--- src/inc/usb_rx_ep_map.vh ---
// Register map, field positions and constants of the host receive endpoint block.
`ifndef USB_RX_EP_MAP_VH
`define USB_RX_EP_MAP_VH

// ----------------------------------------------------------------
// Register word addresses
// ----------------------------------------------------------------
`define RXEP_ADDR_W 3
`define RXEP_CTRL_ADDR 3'h0
`define RXEP_EP0_TALLY_ADDR 3'h1
`define RXEP_IN_TALLY_ADDR 3'h2
`define RXEP_IRQ_STAT_ADDR 3'h3
`define RXEP_IRQ_MASK_ADDR 3'h4
`define RXEP_MODE_ADDR 3'h5

// ----------------------------------------------------------------
// Control and status register fields
// ----------------------------------------------------------------
`define RXEP_DATA_W 16
`define B_TOG_WREN 10
`define B_TOGGLE 9
`define B_TOG_CLR 7
`define B_STALL 6
`define B_REQ 5
`define B_FLUSH 4
`define B_CRC_NAK 3
`define B_NORESP 2
`define B_FULL 1
`define B_READY 0

// ----------------------------------------------------------------
// Interrupt status and mask fields
// ----------------------------------------------------------------
`define IRQ_W 4
`define IRQ_STALL 0
`define IRQ_READY 1
`define IRQ_NORESP 2
`define IRQ_NAK 3
`define IRQ_MASK_RESET 4'hF

// ----------------------------------------------------------------
// Transfer type encodings and other constants
// ----------------------------------------------------------------
`define MODE_W 2
`define MODE_CONTROL 2'h0
`define MODE_ISO 2'h1
`define MODE_BULK 2'h2
`define MODE_INTR 2'h3
`define MODE_RESET 2'h2
`define STRIKE_W 2
`define STRIKE_LIMIT 2'h3

`endif

--- src/logic/usb_host_rx_ep.v ---
// Host receive endpoint control, status, byte tallies and interrupt logic.
//
// Design decisions made here: the strobed register port and the placing of the registers.
`timescale 1ns/1ps
`default_nettype none
`include "usb_rx_ep_map.vh"

// Behaviour
// - Toggle bit 9 reads current data toggle; writes apply only with write enable.
// - Toggle write enable bit 10 clears itself after the toggle is written.
// - Writing one to bit 7 forces the data toggle to zero.
// - A received STALL sets bit 6 and raises an interrupt; software clears it.
// - Writing one to bit 5 requests an IN transaction; packet arrival clears it.
// - Writing one to bit 4 discards the head packet; packet ready clears unless another packet waits.
// - Flush does nothing without packet ready; double buffering may need two flushes.
// - Isochronous: bit 3 shows head packet CRC error while packet ready is set.
// - Bulk: bit 3 sets when NAK limit halts the endpoint; software clears it.
// - Three attempts without data set bit 2 and raise an interrupt.
// - No-response flag reads zero for isochronous endpoints.
// - Bit 1 is set while the receive FIFO holds no room for packets.
// - Packet arrival sets bit 0 and interrupts; software clears it after unloading.
// - Endpoint zero tally bits 6-0 report bytes held in that FIFO.
// - Receive tally bits 12-0 report bytes left in the head packet.
module usb_host_rx_ep #(
  parameter SLOTS = 2,
  parameter PTR_W = 1,
  parameter LEN_W = 13,
  parameter EP0_W = 7
) (
  input wire clk,
  input wire rst,
  input wire [`RXEP_ADDR_W-1:0] addr,
  input wire [`RXEP_DATA_W-1:0] wdata,
  input wire wr,
  input wire rd,
  output reg [`RXEP_DATA_W-1:0] rdata,
  input wire stall_seen,
  input wire pkt_done,
  input wire [LEN_W-1:0] pkt_len,
  input wire pkt_crc_err,
  input wire no_data_try,
  input wire nak_halt,
  input wire rx_byte_read,
  input wire ep0_load,
  input wire [EP0_W-1:0] ep0_load_len,
  input wire ep0_byte_read,
  input wire ep0_empty,
  input wire toggle_flip,
  output reg in_request,
  output reg flush_pulse,
  output reg toggle_value,
  output reg irq
);

  // ----------------------------------------------------------------
  // Constants derived from the parameters
  // ----------------------------------------------------------------
  localparam [PTR_W-1:0] PTR_ONE = 1;
  localparam [PTR_W:0] CNT_ONE = 1;
  localparam [PTR_W:0] CNT_FULL = SLOTS[PTR_W:0];
  localparam [LEN_W-1:0] LEN_ONE = 1;
  localparam [EP0_W-1:0] EP0_ONE = 1;
  localparam [EP0_W-1:0] EP0_ZERO = 0;
  localparam [`STRIKE_W-1:0] STRIKE_ONE = 1;

  // ----------------------------------------------------------------
  // State
  // ----------------------------------------------------------------
  reg [LEN_W-1:0] len_q [0:SLOTS-1];
  reg err_q [0:SLOTS-1];
  reg [PTR_W-1:0] wr_ptr;
  reg [PTR_W-1:0] rd_ptr;
  reg [PTR_W:0] pkt_count;
  reg packet_ready_flag;
  reg head_crc_err;
  reg [LEN_W-1:0] in_packet_byte_total;
  reg [EP0_W-1:0] ep_zero_byte_total;
  reg stall_received_flag;
  reg noresp_flag;
  reg nak_timeout_flag;
  reg fifo_full_flag;
  reg toggle_write_enable;
  reg [`STRIKE_W-1:0] strikes;
  reg [`IRQ_W-1:0] irq_status;
  reg [`IRQ_W-1:0] irq_mask;
  reg [`MODE_W-1:0] ep_mode;

  // ----------------------------------------------------------------
  // Next values
  // ----------------------------------------------------------------
  reg ctrl_wr;
  reg is_iso;
  reg push;
  reg pop;
  reg flush_hit;
  reg strike_hit;
  reg [PTR_W-1:0] next_wr_ptr;
  reg [PTR_W-1:0] next_rd_ptr;
  reg [PTR_W:0] next_pkt_count;
  reg next_packet_ready;
  reg next_head_err;
  reg [LEN_W-1:0] next_in_total;
  reg [EP0_W-1:0] next_ep0_total;
  reg next_stall;
  reg next_noresp;
  reg next_nak;
  reg next_request;
  reg next_toggle;
  reg next_twe;
  reg [`STRIKE_W-1:0] next_strikes;
  reg [`IRQ_W-1:0] irq_set;
  reg [`IRQ_W-1:0] next_irq_status;

  // Decodes the accesses and works out every next value except mask, mode, full flag and irq.
  always @* begin
    ctrl_wr = wr && (addr == `RXEP_CTRL_ADDR);
    is_iso = (ep_mode == `MODE_ISO);
    push = pkt_done && (pkt_count != CNT_FULL);
    flush_hit = ctrl_wr && wdata[`B_FLUSH] && packet_ready_flag;
    pop = flush_hit || (ctrl_wr && packet_ready_flag && !wdata[`B_READY]);
    next_wr_ptr = push ? wr_ptr + PTR_ONE : wr_ptr;
    next_rd_ptr = pop ? rd_ptr + PTR_ONE : rd_ptr;
    next_pkt_count = pkt_count;
    if (push && !pop) begin
      next_pkt_count = pkt_count + CNT_ONE;
    end else if (pop && !push) begin
      next_pkt_count = pkt_count - CNT_ONE;
    end
    // A popped packet reveals the next one, hence two flushes for two buffers.
    next_packet_ready = push || (pop ? (pkt_count > CNT_ONE) : packet_ready_flag);
    next_in_total = in_packet_byte_total;
    next_head_err = head_crc_err;
    if (push && (pkt_count == {(PTR_W+1){1'b0}} || (pop && pkt_count == CNT_ONE))) begin
      next_in_total = pkt_len;
      next_head_err = pkt_crc_err;
    end else if (pop && pkt_count > CNT_ONE) begin
      next_in_total = len_q[rd_ptr + PTR_ONE];
      next_head_err = err_q[rd_ptr + PTR_ONE];
    end else if (pop) begin
      next_in_total = {LEN_W{1'b0}};
      next_head_err = 1'b0;
    end else if (rx_byte_read && in_packet_byte_total != {LEN_W{1'b0}}) begin
      next_in_total = in_packet_byte_total - LEN_ONE;
    end
    // Endpoint zero tally follows loads and reads of that FIFO.
    if (ep0_empty) begin
      next_ep0_total = EP0_ZERO;
    end else begin
      next_ep0_total = ep_zero_byte_total + (ep0_load ? ep0_load_len : EP0_ZERO)
        - (ep0_byte_read ? EP0_ONE : EP0_ZERO);
    end
    // Attempts without data are counted until the limit, then restart.
    strike_hit = no_data_try && (strikes + STRIKE_ONE == `STRIKE_LIMIT);
    if (pkt_done || strike_hit) begin
      next_strikes = {`STRIKE_W{1'b0}};
    end else if (no_data_try) begin
      next_strikes = strikes + STRIKE_ONE;
    end else begin
      next_strikes = strikes;
    end
    // Sticky flags: a hardware set in the same cycle beats a software clear.
    next_stall = stall_seen ||
      (stall_received_flag && !(ctrl_wr && !wdata[`B_STALL]));
    next_noresp = !is_iso && (strike_hit ||
      (noresp_flag && !(ctrl_wr && !wdata[`B_NORESP])));
    next_nak = !is_iso && (nak_halt ||
      (nak_timeout_flag && !(ctrl_wr && !wdata[`B_CRC_NAK])));
    // A request is written by software and ends with packet, stall or strike-out.
    next_request = in_request;
    if (push || stall_seen || strike_hit) begin
      next_request = 1'b0;
    end
    if (ctrl_wr) begin
      next_request = wdata[`B_REQ] || (next_request && in_request && wdata[`B_REQ]);
    end
    // Toggle: clear has priority, then an enabled write, then the link flips it.
    next_toggle = toggle_flip ? !toggle_value : toggle_value;
    next_twe = 1'b0;
    if (ctrl_wr && wdata[`B_TOG_CLR]) begin
      next_toggle = 1'b0;
    end else if (ctrl_wr && wdata[`B_TOG_WREN]) begin
      next_toggle = wdata[`B_TOGGLE];
      next_twe = 1'b1;
    end
    // Interrupt status is write-one-to-clear, with sets winning.
    irq_set = {`IRQ_W{1'b0}};
    irq_set[`IRQ_STALL] = stall_seen;
    irq_set[`IRQ_READY] = push;
    irq_set[`IRQ_NORESP] = strike_hit && !is_iso;
    irq_set[`IRQ_NAK] = nak_halt && !is_iso;
    next_irq_status = irq_status;
    if (wr && addr == `RXEP_IRQ_STAT_ADDR) begin
      next_irq_status = irq_status & ~wdata[`IRQ_W-1:0];
    end
    next_irq_status = next_irq_status | irq_set;
  end

  // ----------------------------------------------------------------
  // Packet slots
  // ----------------------------------------------------------------
  // Stores the length and error of each packet that arrives while a slot is free.
  always @(posedge clk) begin
    if (push) begin
      len_q[wr_ptr] <= pkt_len;
      err_q[wr_ptr] <= pkt_crc_err;
    end
  end

  // ----------------------------------------------------------------
  // Control and status flip-flops
  // ----------------------------------------------------------------
  // Updates all control state and the registered outputs other than rdata.
  always @(posedge clk) begin
    if (rst) begin
      wr_ptr <= {PTR_W{1'b0}};
      rd_ptr <= {PTR_W{1'b0}};
      pkt_count <= {(PTR_W+1){1'b0}};
      packet_ready_flag <= 1'b0;
      head_crc_err <= 1'b0;
      in_packet_byte_total <= {LEN_W{1'b0}};
      ep_zero_byte_total <= EP0_ZERO;
      stall_received_flag <= 1'b0;
      noresp_flag <= 1'b0;
      nak_timeout_flag <= 1'b0;
      fifo_full_flag <= 1'b0;
      toggle_write_enable <= 1'b0;
      strikes <= {`STRIKE_W{1'b0}};
      irq_status <= {`IRQ_W{1'b0}};
      irq_mask <= `IRQ_MASK_RESET;
      ep_mode <= `MODE_RESET;
      in_request <= 1'b0;
      flush_pulse <= 1'b0;
      toggle_value <= 1'b0;
      irq <= 1'b0;
    end else begin
      wr_ptr <= next_wr_ptr;
      rd_ptr <= next_rd_ptr;
      pkt_count <= next_pkt_count;
      packet_ready_flag <= next_packet_ready;
      head_crc_err <= next_head_err;
      in_packet_byte_total <= next_in_total;
      ep_zero_byte_total <= next_ep0_total;
      stall_received_flag <= next_stall;
      noresp_flag <= next_noresp;
      nak_timeout_flag <= next_nak;
      fifo_full_flag <= (next_pkt_count == CNT_FULL);
      toggle_write_enable <= next_twe;
      strikes <= next_strikes;
      irq_status <= next_irq_status;
      if (wr && addr == `RXEP_IRQ_MASK_ADDR) begin
        irq_mask <= wdata[`IRQ_W-1:0];
      end
      if (wr && addr == `RXEP_MODE_ADDR) begin
        ep_mode <= wdata[`MODE_W-1:0];
      end
      in_request <= next_request;
      flush_pulse <= flush_hit;
      toggle_value <= next_toggle;
      irq <= |(next_irq_status & irq_mask);
    end
  end

  // ----------------------------------------------------------------
  // Read port
  // ----------------------------------------------------------------
  // Returns the addressed register one cycle after the read strobe.
  always @(posedge clk) begin
    if (rst) begin
      rdata <= {`RXEP_DATA_W{1'b0}};
    end else if (rd) begin
      rdata <= {`RXEP_DATA_W{1'b0}};
      case (addr)
        `RXEP_CTRL_ADDR: begin
          rdata[`B_TOGGLE] <= toggle_value;
          rdata[`B_STALL] <= stall_received_flag;
          rdata[`B_REQ] <= in_request;
          rdata[`B_CRC_NAK] <= is_iso ? (packet_ready_flag && head_crc_err)
            : nak_timeout_flag;
          rdata[`B_NORESP] <= noresp_flag && !is_iso;
          rdata[`B_FULL] <= fifo_full_flag;
          rdata[`B_READY] <= packet_ready_flag;
        end
        `RXEP_EP0_TALLY_ADDR: begin
          rdata[EP0_W-1:0] <= ep_zero_byte_total;
        end
        `RXEP_IN_TALLY_ADDR: begin
          rdata[LEN_W-1:0] <= in_packet_byte_total;
        end
        `RXEP_IRQ_STAT_ADDR: begin
          rdata[`IRQ_W-1:0] <= irq_status;
        end
        `RXEP_IRQ_MASK_ADDR: begin
          rdata[`IRQ_W-1:0] <= irq_mask;
        end
        `RXEP_MODE_ADDR: begin
          rdata[`MODE_W-1:0] <= ep_mode;
        end
        default: begin
          rdata <= {`RXEP_DATA_W{1'b0}};
        end
      endcase
    end else begin
      rdata <= {`RXEP_DATA_W{1'b0}};
    end
  end

endmodule

`default_nettype wire
--- config.mk ---
export PLATFORM = sky130hd
export DESIGN_NAME = usb_host_rx_ep
export DESIGN_NICKNAME = d
export VERILOG_FILES = /design/src/logic/usb_host_rx_ep.v
export VERILOG_INCLUDE_DIRS = /design/src /design/src/inc
export SDC_FILE = /design/constraint.sdc
export NUM_CORES = 1
export LEC_CHECK = 0
export ABC_AREA = 0
export BUFFER_PORTS_ARGS = -buffer_cell sky130_fd_sc_hd__buf_2
export CORE_ASPECT_RATIO = 0.9
export CORE_UTILIZATION = 51
export CTS_CLUSTER_DIAMETER = 30
export CTS_CLUSTER_SIZE = 16
export DETAILED_ROUTE_END_ITERATION = 16
export GPL_TIMING_DRIVEN = 1
export PLACE_DENSITY_LB_ADDON = 0.12
export SLEW_MARGIN = 20
export SYNTH_ARGS = -nofsm -noshare
export SYNTH_HDL_FRONTEND = slang
export SYNTH_SLANG_ARGS = --single-unit
--- constraint.sdc ---
create_clock -name clk -period 2.1 [get_ports clk]
set_input_delay 0.525 -clock clk [delete_from_list [all_inputs] [get_ports clk]]
set_output_delay 0.525 -clock clk [all_outputs]
set_load 0.03 [all_outputs]
==> results of run 1 <==
-- through the flow --
stage,cells,worst slack [ns],util [%],instance area (um^2)
after floorplan,443,-0.0350,-,4410
after global placement,654,-0.209,63.4,5190
after detailed placement,654,-0.234,63.4,5190
after CTS,669,-0.000452,66.0,5400
after global routing,670,-0.0134,66.8,5470
final,670,0.0376,66.8,5470
-- flip-flops by register name, indices dropped and copies added (netlist names), 2 cells and up --
register	flops
ep_mode	2
ep_zero_byte_total	7
err_q	2
in_packet_byte_total	13
irq_mask	4
irq_status	4
len_q	26
pkt_count	2
rdata	13
strikes	2
-- kinds of logic after synthesis --
family,after synthesis
buf+inv,57
compound gates,85
mux,23
flops,87
simple gates,149
xor+xnor,20
fa+ha+maj,19
other cells,1
-- how the worst max path moves through the flow --
stage,startpoint,to,cells after the start
finish,in_packet_byte_total[9],in_packet_byte_total[9],7
floorplan,ep0_load_len[0],ep_zero_byte_total[6],10
detailed placement,ep0_load,ep_zero_byte_total[6],11
global placement,ep0_load,ep_zero_byte_total[6],11
CTS,in_packet_byte_total[10],in_packet_byte_total[9],7
global route,in_packet_byte_total[9],in_packet_byte_total[12],7
-- final cells by class --
class                           instances  area share [%]
Inverter                               31            2.13
Timing Repair Buffer                  123            14.2
Clock buffer                           10            2.33
Clock inverter                          5            1.10
Multi-Input combinational cell        299            40.6
Tap cell                              115            2.63
Sequential cell                        87            37.0
-- what timing repair did --
item,4_1_cts,5_1_grt
buffers inserted,0,1
setup endpoints to repair,4,9
gates cloned,0,0
hold buffers,0,0
gates resized for setup,4,13
pin swaps,0,1
-- routing by layer --
layer,part of all wire [%],vias to the layer above
li1,-,1783
met1,48,1678
met2,46,101
met3,4.8,12
met4,1.2,0
met5,0,-
-- cells in the final DEF (no fill, tap or decap), types with 5 or more instances in the layout --
master / count
and2_1: 9
a211o_1: 5
nor3b_1: 6
nor3_1: 10
nor2b_1: 16
a21oi_1: 17
buf_4: 57
o21ai_0: 11
dfxtp_1: 58
edfxtp_1: 28
a211oi_1: 11
nor2_1: 42
inv_1: 30
clkbuf_8: 9
buf_2: 63
a21o_1: 5
a22oi_1: 6
mux2i_1: 18
ha_1: 17
nand2b_1: 9
xor2_1: 5
xnor2_1: 15
nand2_1: 25
-- power by group through the flow --
stage	combinational (mW)	sequential [mW]	clock [mW]
after floorplan	1.54	2.24	0
after global placement	2.41	2.22	0
after detailed placement	2.47	2.23	0
after CTS	2.55	2.19	1.16
after global routing	2.93	2.23	1.23
final	2.68	2.20	1.14
==> flow_summary.toml, run 1 <==
[cts]
path_clk_slew_ns = 0.09
root_buffer = "clkbuf_8"
cts_inserted_buffers = 9
clock_path_buffers = 2
clock_sinks = 87
cts_tree = "built"
ctsHtreeMaxLevel = 3
insertion_delay_ns = 0.36

[synth]
synth.most_common_cell = "dfxtp_1"
synth-edff-count = 28
synth_compound_area_share_pct = 14.0
ys_types = 61
async_flop_share_pct = 0
synthXorXnorAreaFrac_pct = 4.00
synth_area_leader_cell = "dfxtp_1"
synth_top_family_by_area = "simple AND/OR/NAND/NOR gates"
synth-warning-count = 0
synthTopCellsByCount = "dfxtp_1 (59), nor2_1 (42), inv_1 (31)"
ys_seq_area_share_pct = 46.2
synthSimpleGateAreaFrac_pct = 18.7
synth_seq_cells = 87
synth_mux_area_share_pct = 5.91
netlist_area_um2 = 4380
syn_inst = 441
synth_top_cells_by_area = "dfxtp_1 (27%), edfxtp_1 (19%), ha_1 (5.1%)"
synth_ff_type = "dfxtp_1"
synthAdderAreaFrac_pct = 5.60
syn_area_per_cell_um2 = 9.93
yosysTopAreaCellShare_pct = 27.0

[pwr]
leakage_nw = 2.29
peakVddDrop_mv = 0.724
switching_power_mw = 2.09
power_mw = 6.01
pwr-share-comb_pct = 44.5
swShare_pct = 34.8
power.share.clock_pct = 19.0
powerDensity_nw_per_um2 = 1100
p_int_mw = 3.92
seqPwrFrac_pct = 36.5

[worst_setup_path]
reg2reg_setup_slack_ns = 0.04
reg2reg_to = "in_packet_byte_total[9]"
end_kind = "register"
criticalPathCategory = "reg -> reg"
cp_slowest_cell = "or4_4"
cp_cell_sequence = "or4_4 -> o41ai_4 -> nand2_2 -> buf_6 -> or2_4 -> buf_6 -> o32ai_1"
r2r_cells = 7
crit_top_cell = "buf_6"
cp_max_fo = 6
cp-start-kind = "register"
r2r_start = "in_packet_byte_total[9]"
critPathRequiredTime_ns = 2.35
critPathTopFamily = "simple AND/OR/NAND/NOR gates"
worstPathArrival_ns = 2.32
crit_buf_inv = 2
crit_path_max_incr_delay_ns = 0.55

[timing]
fin_skew_ns = 0.0106
maxSlewViolCount = 0
finalCriticalPeriod_ns = 2.06
hold_viol_final = 0
period_share_pct = 98.2
clock.fmax_mhz = 485
rsz0062_at_grt = "true"
setup-violations-final = 0
tns_ns = 0
holdWs_ns = 0.372

[final_layout]
fin_nets = 623
drive_gt1_share_pct = 29.9
layout.area.seq_um2 = 2020
area_delta_synth_final_pct = 24.8
diodes = 0
multiInputGateArea_um2 = 2220
num-fill-cells = 673

[grt]
grt_pass1_vias = 3445
track_usage_pct = 24.0
antenna_found_initial = 0
met3_usage_pct = 5.52
busiest_layer = "met2"
use_met2_pct = 38.4
grt.overflow.total = 0
grt_pass1_wl_um = 16700
grt.met1_usage_pct = 32.6
grt_max_degree = 25

[route]
drt_pass1_iterations = 5
wl_per_cell_um = 15.1
vias_per_cell = 5.33
drt_iter0_markers = 158
drc = 0
vias = 3574
ant_nets = 0
drt-total-wl_um = 10100

[die]
rows = 31
die_h_um = 89.9
die_w_um = 99.7
io_pins = 73
coreArea_um2 = 8180
start_util_pct = 53.5
dieArea_um2 = 8960

[hold_path]
holdPathEnd = "len_q[1][8]"
min_path_type = "in -> reg"
min_from = "pkt_len[8]"
holdPathStages = 1

[place]
port_buffers = 63
dp_hpwl_um = 7800
gp_congestion = 0.855

[job]
cap_violations = 0

[run_status]
status = "completed"
Power figures use the tool's default switching activity.
==> run 2: changes to the inputs <==
- CORE_UTILIZATION: 51 -> 50
==> run 2 against run 1 <==
Clock skew decreased by 0.0014 ns. Highest routed layer unchanged. Non-clock buffer count decreased by 5. Flip-flop and latch count did not move. Largest cell class unchanged. Largest power group unchanged.
==> flow_summary.toml, run 2 (synthesized netlist as in run 1, its figures left out) <==
[timing]
setup-violations-final = 0
rsz0062_at_grt = "true"
tns_ns = 0
fin_skew_ns = 0.00917
clock.fmax_mhz = 495
maxSlewViolCount = 0
hold_viol_final = 0
finalCriticalPeriod_ns = 2.02
timing.final.ws_setup_ns = 0.0799
period_share_pct = 96.2

[die]
coreArea_um2 = 8530
rows = 32
die_w_um = 101
io_pins = 73
dieArea_um2 = 9140
start_util_pct = 51.4
die_h_um = 90.8

[worst_setup_path]
reg2reg_setup_slack_ns = 0.08
r2r_cells = 8
cp_max_fo = 4
cp-start-kind = "register"
critPathRequiredTime_ns = 2.36
end_kind = "register"
worstPathArrival_ns = 2.28
critPathLaunch = "in_packet_byte_total[0]"
r2r_start = "in_packet_byte_total[0]"
crit_end = "in_packet_byte_total[5]"
criticalPathCategory = "reg -> reg"
reg2reg_to = "in_packet_byte_total[5]"

[final_layout]
fin_nets = 618
area_delta_synth_final_pct = 24.5
final_cell_mix = "buf_2 (63), dfxtp_1 (56), buf_4 (54)"
drive_gt1_share_pct = 31.2
design_area_um2 = 5450
diodes = 0
largest_reg_flops = 26
final_common_cell = "buf_2"
reg_top3 = "len_q: 26 flops, in_packet_byte_total: 13 flops, rdata: 13 flops"
largest_register = "len_q"
num-fill-cells = 745

[grt]
grt.overflow.total = 0
grt_pass1_vias = 3522
grt_pass1_wl_um = 16800
antenna_found_initial = 0
track_usage_pct = 23.9
grt_max_degree = 25

[pwr]
powerDensity_nw_per_um2 = 1100
peakVddDrop_mv = 0.587
leakage_nw = 2.27
power_mw = 5.97

[route]
drt-total-wl_um = 10200
vias = 3566
drt_iter0_markers = 150
ant_nets = 0
vias_per_cell = 5.32
drt_pass1_iterations = 4
wl_per_cell_um = 15.3
drc = 0

[cts]
root_buffer = "clkbuf_8"
hold_buffers = 0
cts_inserted_buffers = 9
cts_tree = "built"
clock_sinks = 87
ctsHtreeMaxLevel = 3
clock_path_buffers = 2
insertion_delay_ns = 0.36
path_clk_slew_ns = 0.09

[place]
dpl-instance-area_um2 = 5150
pre_cts_slack_ns = -0.238
dp_hpwl_um = 7860
gp_congestion = 0.863
port_buffers = 63

[run_status]
status = "completed"

[job]
cap_violations = 0

[hold_path]
min_path_type = "in -> reg"
-- run 2: how the worst min path moves through the flow --
stage                                  start                to  slack, ns  cells after the start
floorplan           in_packet_byte_total[12]         rdata[12]       0.44                      1
global placement            nak_timeout_flag  nak_timeout_flag       0.48                      2
detailed placement               noresp_flag       noresp_flag       0.48                      2
CTS                               pkt_len[8]       len_q[1][8]       0.35                      1
global route                     pkt_len[11]      len_q[1][11]       0.35                      1
finish                           pkt_len[11]      len_q[1][11]       0.37                      1
-- run 2: critical path: stages (launching register included) --
cell and delay, ns:
dfxtp_2 0.33, inv_2 0.05, ha_2 0.15, or4b_4 0.47, o41ai_4 0.27, nand2_2 0.13
or2_4 0.26, buf_4 0.14, o32ai_2 0.12
-- run 2: final cells by class --
type	instances	area, um^2	area share (%)
Multi-Input combinational cell	299	2230	40.9
Sequential cell	87	2030	37.2
Timing Repair Buffer	118	732	13.4
Clock buffer	11	163	2.98
Tap cell	119	149	2.73
Inverter	31	116	2.13
Clock inverter	5	38.8	0.711
-- run 2: where the power goes --
part	switching, mW	internal (mW)
clock	0.615	0.541
sequential	0.176	2.04
combinational	1.29	1.31
-- run 2: through the flow --
stage	hold slack [ns]	utilization, %	cells
floorplan	0.444	-	443
global placement	0.477	60.4	652
detailed placement	0.485	60.4	652
CTS	0.354	63.6	671
global route	0.353	63.9	670
finish	0.366	63.9	670
-- run 2: what timing repair did --
action                     in CTS  in global routing
setup endpoints to repair       6                 13
setup buffers                   3                  0
resized for setup              12                 12
pin swaps                       4                  3
-- run 2: layer usage --
metal	part of all wire [%]	vias to the layer above	global-route usage (%)
li1	-	1770	-
met1	47	1690	32.4
met2	48	95	37.7
met3	4.8	11	5.80
met4	0.98	0	7.13
met5	0	-	0
